<file path="src/hdl/nft_params.svh">
// Offsets, field positions, reset values and tick rates of the timer unit
// Function
// - General timers count on 13.56 MHz, 212 kHz or wake-timer underflow ticks.
// - Every counter is 16 bits, readable as high and low byte.
// - Each timer has a 16-bit reload value in high and low bytes.
// - Wake-up timer always counts on slow oscillator ticks.
// - Global control starts or stops the four timers and shows running state.
// - A running timer decrements once per tick of its selected clock.
// - At zero, the interrupt is raised on the next counting tick.
// - An enabled underflow is signalled on the interrupt request pin.
// - Software can both set and clear each timer interrupt flag.
// - At underflow, stop at zero or reload and continue per auto reload option.
// - Running flag reads one exactly while the timer counts.
// - Immediate action with running one starts; with running zero stops.
// - Setting the start bit in timer configuration also starts the timer.
// - A started timer begins decrementing on its configured start event.
// - A stop event before underflow stops the timer without interrupt.
// - A stop event freezes the count for elapsed time computation.
// - Wake-up timer ends standby; may return to standby when no card found.
// - Without auto wake the device stays powered after an empty wake-up.
// - Auto reload with interrupt enabled gives a request every period.
// - Timer flags sit in the second interrupt flag register, set on underflow.
// - Any-interrupt flag is set while any enabled source is set.
`ifndef NFT_PARAMS_SVH
`define NFT_PARAMS_SVH

`define NFT_OFS_GLOBAL_CTRL 8'h00
`define NFT_OFS_INT_FLAG 8'h04
`define NFT_OFS_INT_EN 8'h08
`define NFT_OFS_POWER 8'h0C
`define NFT_TMR_BASE_SLOT 3'h1
`define NFT_SUB_CTRL 3'h0
`define NFT_SUB_RLD_HI 3'h1
`define NFT_SUB_RLD_LO 3'h2
`define NFT_SUB_CNT_HI 3'h3
`define NFT_SUB_CNT_LO 3'h4

`define NFT_CTRL_CLKSEL 0
`define NFT_CTRL_AUTORLD 2
`define NFT_CTRL_START 3
`define NFT_CTRL_STARTEV 4
`define NFT_CTRL_STOPEV 5
`define NFT_CTRL_AUTOWAKE 6
`define NFT_CTRL_HALT 7
`define NFT_GC_RUN 0
`define NFT_GC_IMM 4
`define NFT_GC_WAIT 8
`define NFT_GC_WAKE_RUN 12
`define NFT_IF_ANY 6
`define NFT_IF_SETMODE 7
`define NFT_IE_PIN 6
`define NFT_PWR_STANDBY 0
`define NFT_PWR_CHECK 1

`define NFT_RST_RELOAD 16'hFFFF
`define NFT_CLK_KHZ 100000
`define NFT_FAST_KHZ 13560
`define NFT_SLOW_KHZ 212

`endif

</file>
<file path="src/hdl/nft_pkg.sv">
// Types shared by the timer unit modules
package nft_pkg;

    typedef struct packed {
        logic auto_wake;
        logic stop_evt_en;
        logic start_evt_en;
        logic auto_reload;
        logic [1:0] clk_sel;
    } nft_tcfg_t;

    typedef struct packed {
        logic [15:0] count;
        logic counting;
        logic waiting;
    } nft_tmr_st_t;

    typedef struct packed {
        logic psel;
        logic penable;
        logic pwrite;
        logic [7:0] paddr;
        logic [31:0] pwdata;
    } nft_apb_req_t;

    typedef enum logic [1:0] {NFT_AWAKE, NFT_STANDBY, NFT_CHECK} nft_pwr_t;

    typedef struct packed {
        nft_tcfg_t [4:0] cfg;
        logic [4:0][15:0] reload;
        logic [4:0] int_flag;
        logic [4:0] int_en;
        logic pin_en;
        logic [31:0] prdata;
        logic pslverr;
        nft_pwr_t pwr;
        logic [2:0] osc_sync;
        logic [16:0] fast_acc;
        logic [16:0] slow_acc;
    } nft_state_t;

endpackage : nft_pkg

</file>
<file path="src/hdl/nft_timer_unit.sv">
// Timer unit top: APB registers, tick generation, five timers, wake control
`timescale 1ns/1ns
`include "nft_params.svh"
module nft_timer_unit (
    input wire logic pclk,
    input wire logic presetn,
    input nft_pkg::nft_apb_req_t apb_req,
    output logic [31:0] prdata,
    output logic pready,
    output logic pslverr,
    input wire logic slow_osc,
    input wire logic [3:0] start_evt,
    input wire logic [3:0] stop_evt,
    input wire logic card_found,
    input wire logic detect_done,
    output logic irq,
    output logic standby
);
    nft_pkg::nft_state_t q;
    nft_pkg::nft_state_t d;

    logic [4:0][15:0] count;
    logic [4:0] counting;
    logic [4:0] waiting;
    logic [4:0] underflow;
    logic [4:0] start;
    logic [4:0] stop;
    logic [4:0] tick;
    logic [4:0] start_ev5;
    logic [4:0] stop_ev5;
    logic fast_tick;
    logic slow_tick;
    logic osc_tick;
    logic any_flag;

    assign start_ev5 = {1'b0, start_evt};
    assign stop_ev5 = {1'b0, stop_evt};

    // Fractional dividers from pclk; ticks jitter by one pclk but average exact
    assign fast_tick = (q.fast_acc + 17'(`NFT_FAST_KHZ)) >= 17'(`NFT_CLK_KHZ);
    assign slow_tick = (q.slow_acc + 17'(`NFT_SLOW_KHZ)) >= 17'(`NFT_CLK_KHZ);
    // Rising edge of the synchronised slow oscillator
    assign osc_tick = q.osc_sync[1] && !q.osc_sync[2];

    always_comb begin
        for (int i = 0; i < 4; i++) begin
            case (q.cfg[i].clk_sel)
                2'h0: tick[i] = fast_tick;
                2'h1: tick[i] = slow_tick;
                2'h2: tick[i] = underflow[4];
                default: tick[i] = 1'b0;
            endcase
        end
        tick[4] = osc_tick;
    end

    genvar g;
    generate
        for (g = 0; g < 5; g++) begin : g_tmr
            nft_tmr u_tmr (
                .pclk(pclk),
                .presetn(presetn),
                .tick(tick[g]),
                .start(start[g]),
                .stop(stop[g]),
                .start_evt(start_ev5[g]),
                .stop_evt(stop_ev5[g]),
                .cfg(q.cfg[g]),
                .reload(q.reload[g]),
                .count(count[g]),
                .counting(counting[g]),
                .waiting(waiting[g]),
                .underflow(underflow[g])
            );
        end
    endgenerate

    assign any_flag = |(q.int_flag & q.int_en);

    always_comb begin
        logic setup;
        logic wr;
        logic [2:0] slot;
        logic [2:0] sub;
        logic [2:0] idx;
        logic tmr_hit;
        logic [31:0] rd;
        logic err;
        logic [4:0] fl_set;
        logic [4:0] fl_clr;
        setup = apb_req.psel && !apb_req.penable;
        wr = apb_req.psel && apb_req.penable && apb_req.pwrite;
        slot = apb_req.paddr[7:5];
        sub = apb_req.paddr[4:2];
        idx = slot - `NFT_TMR_BASE_SLOT;
        tmr_hit = (slot >= `NFT_TMR_BASE_SLOT) && (idx < 3'h5) && (sub <= `NFT_SUB_CNT_LO);
        rd = 32'h0000_0000;
        err = 1'b0;
        fl_set = 5'h00;
        fl_clr = 5'h00;
        start = 5'h00;
        stop = 5'h00;
        d = q;

        d.osc_sync = {q.osc_sync[1:0], slow_osc};
        d.fast_acc = q.fast_acc + 17'(`NFT_FAST_KHZ);
        if (fast_tick) begin
            d.fast_acc = q.fast_acc + 17'(`NFT_FAST_KHZ) - 17'(`NFT_CLK_KHZ);
        end
        d.slow_acc = q.slow_acc + 17'(`NFT_SLOW_KHZ);
        if (slow_tick) begin
            d.slow_acc = q.slow_acc + 17'(`NFT_SLOW_KHZ) - 17'(`NFT_CLK_KHZ);
        end

        // Address decode shared by read (setup) and write (access)
        if (apb_req.paddr[1:0] != 2'h0) begin
            err = 1'b1;
        end else if (slot == 3'h0) begin
            // Full byte address so the 8-bit offsets match without truncation
            case (apb_req.paddr)
                `NFT_OFS_GLOBAL_CTRL: begin
                    rd[`NFT_GC_RUN +: 4] = counting[3:0];
                    rd[`NFT_GC_WAIT +: 4] = waiting[3:0];
                    rd[`NFT_GC_WAKE_RUN] = counting[4];
                end
                `NFT_OFS_INT_FLAG: begin
                    rd[4:0] = q.int_flag;
                    rd[`NFT_IF_ANY] = any_flag;
                end
                `NFT_OFS_INT_EN: begin
                    rd[4:0] = q.int_en;
                    rd[`NFT_IE_PIN] = q.pin_en;
                end
                `NFT_OFS_POWER: begin
                    rd[`NFT_PWR_STANDBY] = (q.pwr == nft_pkg::NFT_STANDBY);
                    rd[`NFT_PWR_CHECK] = (q.pwr == nft_pkg::NFT_CHECK);
                end
                default: err = 1'b1;
            endcase
        end else if (tmr_hit) begin
            case (sub)
                `NFT_SUB_CTRL: begin
                    rd[`NFT_CTRL_CLKSEL +: 2] = q.cfg[idx].clk_sel;
                    rd[`NFT_CTRL_AUTORLD] = q.cfg[idx].auto_reload;
                    rd[`NFT_CTRL_STARTEV] = q.cfg[idx].start_evt_en;
                    rd[`NFT_CTRL_STOPEV] = q.cfg[idx].stop_evt_en;
                    rd[`NFT_CTRL_AUTOWAKE] = q.cfg[idx].auto_wake;
                end
                `NFT_SUB_RLD_HI: rd[7:0] = q.reload[idx][15:8];
                `NFT_SUB_RLD_LO: rd[7:0] = q.reload[idx][7:0];
                `NFT_SUB_CNT_HI: rd[7:0] = count[idx][15:8];
                `NFT_SUB_CNT_LO: rd[7:0] = count[idx][7:0];
                default: err = 1'b1;
            endcase
        end else begin
            err = 1'b1;
        end

        // Read data and error captured in setup, presented in access
        if (setup) begin
            d.prdata = apb_req.pwrite ? 32'h0000_0000 : rd;
            d.pslverr = err;
        end

        if (wr && !err) begin
            if (slot == 3'h0) begin
                case (apb_req.paddr)
                    `NFT_OFS_GLOBAL_CTRL: begin
                        for (int i = 0; i < 4; i++) begin
                            if (apb_req.pwdata[`NFT_GC_IMM + i]) begin
                                start[i] = apb_req.pwdata[`NFT_GC_RUN + i];
                                stop[i] = !apb_req.pwdata[`NFT_GC_RUN + i];
                            end
                        end
                    end
                    `NFT_OFS_INT_FLAG: begin
                        if (apb_req.pwdata[`NFT_IF_SETMODE]) begin
                            fl_set = apb_req.pwdata[4:0];
                        end else begin
                            fl_clr = apb_req.pwdata[4:0];
                        end
                    end
                    `NFT_OFS_INT_EN: begin
                        d.int_en = apb_req.pwdata[4:0];
                        d.pin_en = apb_req.pwdata[`NFT_IE_PIN];
                    end
                    `NFT_OFS_POWER: begin
                        if (apb_req.pwdata[`NFT_PWR_STANDBY] && q.pwr == nft_pkg::NFT_AWAKE) begin
                            d.pwr = nft_pkg::NFT_STANDBY;
                        end
                    end
                    default: d.pwr = q.pwr;
                endcase
            end else begin
                case (sub)
                    `NFT_SUB_CTRL: begin
                        d.cfg[idx].clk_sel = apb_req.pwdata[`NFT_CTRL_CLKSEL +: 2];
                        d.cfg[idx].auto_reload = apb_req.pwdata[`NFT_CTRL_AUTORLD];
                        d.cfg[idx].start_evt_en = apb_req.pwdata[`NFT_CTRL_STARTEV];
                        d.cfg[idx].stop_evt_en = apb_req.pwdata[`NFT_CTRL_STOPEV];
                        d.cfg[idx].auto_wake = apb_req.pwdata[`NFT_CTRL_AUTOWAKE];
                        // This start still takes its start event choice from the previous settings
                        start[idx] = apb_req.pwdata[`NFT_CTRL_START];
                        stop[idx] = apb_req.pwdata[`NFT_CTRL_HALT]
                            && !apb_req.pwdata[`NFT_CTRL_START];
                    end
                    `NFT_SUB_RLD_HI: d.reload[idx][15:8] = apb_req.pwdata[7:0];
                    `NFT_SUB_RLD_LO: d.reload[idx][7:0] = apb_req.pwdata[7:0];
                    default: d.reload = q.reload;
                endcase
            end
        end

        // Hardware set beats a same-cycle software clear
        d.int_flag = (q.int_flag & ~fl_clr) | fl_set | underflow;

        // Wake-up sequencing around standby
        case (q.pwr)
            nft_pkg::NFT_AWAKE: begin
                d.pwr = d.pwr;
            end
            nft_pkg::NFT_STANDBY: begin
                if (underflow[4]) begin
                    d.pwr = nft_pkg::NFT_CHECK;
                end
            end
            nft_pkg::NFT_CHECK: begin
                if (detect_done) begin
                    if (!card_found && q.cfg[4].auto_wake) begin
                        d.pwr = nft_pkg::NFT_STANDBY;
                    end else begin
                        d.pwr = nft_pkg::NFT_AWAKE;
                    end
                end
            end
            default: d.pwr = nft_pkg::NFT_AWAKE;
        endcase
    end

    always_ff @(posedge pclk or negedge presetn) begin
        if (!presetn) begin
            q <= '0;
            for (int i = 0; i < 5; i++) begin
                q.reload[i] <= `NFT_RST_RELOAD;
            end
            q.pwr <= nft_pkg::NFT_AWAKE;
        end else begin
            q <= d;
        end
    end

    assign prdata = q.prdata;
    assign pslverr = apb_req.psel && apb_req.penable && q.pslverr;
    assign pready = apb_req.psel && apb_req.penable;
    assign irq = q.pin_en && any_flag;
    assign standby = (q.pwr == nft_pkg::NFT_STANDBY);
endmodule : nft_timer_unit

</file>
<file path="src/hdl/nft_tmr.sv">
// One 16-bit down-counter with start, stop, events and reload
`timescale 1ns/1ns
module nft_tmr (
    input wire logic pclk,
    input wire logic presetn,
    input wire logic tick,
    input wire logic start,
    input wire logic stop,
    input wire logic start_evt,
    input wire logic stop_evt,
    input nft_pkg::nft_tcfg_t cfg,
    input wire logic [15:0] reload,
    output logic [15:0] count,
    output logic counting,
    output logic waiting,
    output logic underflow
);
    nft_pkg::nft_tmr_st_t st_q;
    nft_pkg::nft_tmr_st_t st_d;
    logic uf;

    always_comb begin
        st_d = st_q;
        uf = 1'b0;
        if (start) begin
            st_d.count = reload;
            st_d.waiting = cfg.start_evt_en;
            st_d.counting = !cfg.start_evt_en;
        end else if (stop) begin
            st_d.counting = 1'b0;
            st_d.waiting = 1'b0;
        end else if (st_q.waiting && start_evt) begin
            st_d.waiting = 1'b0;
            st_d.counting = 1'b1;
        end else if (st_q.counting && cfg.stop_evt_en && stop_evt) begin
            // Stop beats a same-cycle tick, so no interrupt and count frozen
            st_d.counting = 1'b0;
        end else if (st_q.counting && tick) begin
            if (st_q.count == 16'h0000) begin
                uf = 1'b1;
                if (cfg.auto_reload) begin
                    st_d.count = reload;
                end else begin
                    st_d.counting = 1'b0;
                end
            end else begin
                st_d.count = st_q.count - 16'h0001;
            end
        end
    end

    always_ff @(posedge pclk or negedge presetn) begin
        if (!presetn) begin
            st_q <= '0;
        end else begin
            st_q <= st_d;
        end
    end

    assign count = st_q.count;
    assign counting = st_q.counting;
    assign waiting = st_q.waiting;
    assign underflow = uf;
endmodule : nft_tmr

</file>
<file path="config.mk">
export PLATFORM = sky130hd
export DESIGN_NAME = nft_timer_unit
export DESIGN_NICKNAME = d
export VERILOG_FILES = /design/src/hdl/nft_pkg.sv /design/src/hdl/nft_timer_unit.sv /design/src/hdl/nft_tmr.sv
export VERILOG_INCLUDE_DIRS = /design/src /design/src/hdl
export SDC_FILE = /design/constraint.sdc
export NUM_CORES = 1
export LEC_CHECK = 0
export ABC_AREA = 1
export BUFFER_PORTS_ARGS = -buffer_cell sky130_fd_sc_hd__buf_2
export CAP_MARGIN = 20
export CORE_MARGIN = 10
export CORE_UTILIZATION = 42
export DETAILED_ROUTE_END_ITERATION = 10
export PLACE_DENSITY_LB_ADDON = 0.3
export SYNTH_ARGS = -nofsm -noshare
export SYNTH_HDL_FRONTEND = slang
export SYNTH_SLANG_ARGS = --single-unit
</file>
<file path="constraint.sdc">
create_clock -name pclk -period 5.3 [get_ports pclk]
set_clock_uncertainty 0.15 [all_clocks]
set_input_delay 1.06 -clock pclk [delete_from_list [all_inputs] [get_ports pclk]]
set_output_delay 1.06 -clock pclk [all_outputs]
set_load 0.02 [all_outputs]
</file>
==> impl_metrics.toml <==
[status]
outcome = "finished, final reports clean"

[global_routing]
grt_pass1_wl_um = 82300
grt_max_degree = 102
grt_pass1_vias = 14326
grt_overflow = 0
antenna_found_initial = 1
track_usage_pct = 22.1

[timing]
tns_ns = 0
finalCritPeriodShare_pct = 79.0
slew_headroom_pct = 30.1
min_period_ns = 4.19
fmax_mhz = 239
setup_ws_ns = 1.11
hold_violations = 0
slew_violations = 0
worst_pin_slew_ns = 1.05
holdWs_ns = 0.247
rsz0062_at_grt = "false"
finalSetupViolCount = 0

[clock_network]
htree_levels = 1
numCtsBuffers = 30
clk_latency_ns = 0.58
postCtsHoldBufs = 0
cts_resized = 0
clkSinkCount = 258
cts_root_buf = "clkbuf_16"
cts_setup_buffers = 0
clk_pin_slew_ns = 0.06
cts_tree = "done"
max-clock-path-buffers = 3

[drt]
wire_per_inst_um = 19.3
antenna_left = 0
drt_iter0_drc = 1941
finalWirelength_um = 53100
num_vias = 15467
drc = 0
dr.pass1.iters = 6
viasPerCell = 5.62

[min_path]
hold_class = "reg -> reg"

[placed_design]
io_buffers = 48
hpwl_um = 38400
placed_cells = 2695
pre_cts_slack_ns = 0.671
placed_area_um2 = 16500
routabilityCongestion = 0.970

[yosys]
syn_avg_cell_area_um2 = 7.23
synthAdderAreaFrac_pct = 1.41
synth_warnings = 0
synth_area_leaders = "dfrtp_1 28%, nand2_1 15%, dfstp_2 13%, o21ai_0 7.9%, nand3_1 6.0%"
synth-seq-area-share_pct = 41.0
ys_types = 50
synth_seq_cells = 258
synth_edf_count = 0
async_flop_share_pct = 100
synth_xor_area_share_pct = 4.27
synthMuxAreaShare_pct = 0.564
synth-compound-area-share_pct = 14.4
netlist_top_cells_count = "656 x nand2_1, 252 x o21ai_0, 192 x nand3_1"
post-synth-top-area-cell = "dfrtp_1"
synth_area_um2 = 16000
synthSimpleGateAreaFrac_pct = 29.9
post-synth-top-count-cell = "nand2_1"
synth_top_family_by_area = "simple AND/OR/NAND/NOR gates"
ys.flop_type = "dfrtp_1"
synthCells = 2212
yosysTopAreaCellShare_pct = 27.9

[layout]
fillers = 3764
syn_to_final_growth_pct = 10.2
stdcell_area_um2 = 17600
final_util_pct = 46.9
fin_nets = 2290
antenna_cells = 0
final_cell_count_no_fill = 2751
layout-drive-gt1-share_pct = 10.8

[floorplan]
initial_core_util_pct = 42.5
fp-row-count = 71
fp.dieArea_um2 = 46300
die_w_um = 215
die_height_um = 215
ios = 92
coreArea_um2 = 37600

[critical_path]
end_kind = "register"
critical_path_required_ns = 5.66
crit_fanout = 17
worst_setup_path_start_kind = "input pin"
arrival_ns = 4.55
crit_type = "in -> reg"

[power_and_ir_drop]
powerDensity_nw_per_um2 = 290
power.leakage_nw = 8.14
total_power_mw = 5.11
peakVddDrop_mv = 0.247

[flow_run]
drv_cap = 0
-- logic make-up after synthesis --
kind of cell	count (synthesis)
and+or+nand+nor	1134
AOI/OAI and AO/OA	403
buffers and inverters	312
DFF	258
xor gates and xnor gates	78
adders and majority gates	18
muxes	8
other	1
-- area by class of cell --
cell class | instances | area [µm²] | share of cell area [%]
Timing Repair Buffer | 71 | 448 | 2.54
Sequential cell | 258 | 6560 | 37.2
Inverter | 195 | 732 | 4.15
Clock inverter | 13 | 193 | 1.09
Multi-Input combinational cell | 1660 | 8150 | 46.2
Tap cell | 511 | 639 | 3.63
Clock buffer | 43 | 902 | 5.12
-- worst paths after layout --
kind | depth (start not counted) | end | slack, ns | start
setup / recovery | 15 | g_tmr[1].u_tmr.count[12] | 1.11 | apb_req[37]
setup reg to reg | 19 | g_tmr[2].u_tmr.count[9] | 1.66 | q[2]
max in group asynchronous | 2 | q[96] | 3.58 | presetn
hold / removal | 0 | q[36] | 0.25 | d[36]
hold reg to reg | 0 | q[36] | 0.25 | d[36]
min in group asynchronous | 1 | q[20] | 0.35 | presetn
-- registers in the layout (all words and copies together) (netlist names) --
register,count
q,154
prdata,13
g_tmr.u_tmr.count,80
g_tmr.u_tmr.waiting,4
d,2
g_tmr.u_tmr.counting,5
-- cells in the final DEF (no fill, tap or decap), drive strengths merged, types with 2 or more instances in the layout --
master / netlist / layout
nand2: 660 / 660
o21ai: 253 / 253
nand3: 198 / 198
inv: 192 / 192
nor2: 180 / 180
dfrtp: 178 / 178
dfstp: 80 / 80
buf: 62 / 71
a21oi: 55 / 55
xor2: 54 / 54
clkbuf: 55 / 43
nand4: 39 / 39
nor3: 33 / 33
xnor2: 24 / 24
o211ai: 19 / 19
conb: 1 / 19
ha: 18 / 18
o22ai: 15 / 15
a22o: 12 / 12
a31oi: 10 / 10
a221oi: 10 / 10
clkinv: 3 / 10
o31ai: 9 / 9
mux2: 8 / 8
nand3b: 7 / 7
or2: 6 / 6
nor4: 6 / 6
o221ai: 6 / 6
bufinv: 0 / 5
nor3b: 3 / 3
a41oi: 3 / 3
and2: 2 / 2
a21boi: 2 / 2
o2bb2ai: 2 / 2
-- critical path: stages --
cell and delay [ns]:
buf_2 0.23, inv_1 0.12, ha_1 0.33, nand2_1 0.11, nand2_1 0.11, nand3_1 0.15
nand2_1 0.17, nand3_2 0.27, nor3_4 0.37, nand2_1 0.33, o21ai_2 0.49, inv_2 0.26
nand2_2 0.34, nand2_1 0.10, nand2_1 0.07
-- metal layers --
metal / track usage, % / share of wire [%] / up-vias / routed length [µm]
met5: 0 / 0 / - / 0
met4: 8.80 / 4.1 / 0 / 2170
met3: 3.95 / 9.1 / 117 / 4820
met2: 33.4 / 44 / 695 / 23100
met1: 30.8 / 43 / 7384 / 23000
li1: - / - / 7271 / -
-- power by group --
group | leakage [nW] | switching (mW) | internal [mW]
Clock | 0.542 | 0.871 | 1.42
Sequential | 3.19 | 0.0493 | 2.01
Combinational | 4.41 | 0.506 | 0.250
Total | 8.14 | 1.43 | 3.68
No activity file was read; power rests on OpenSTA's default activity.
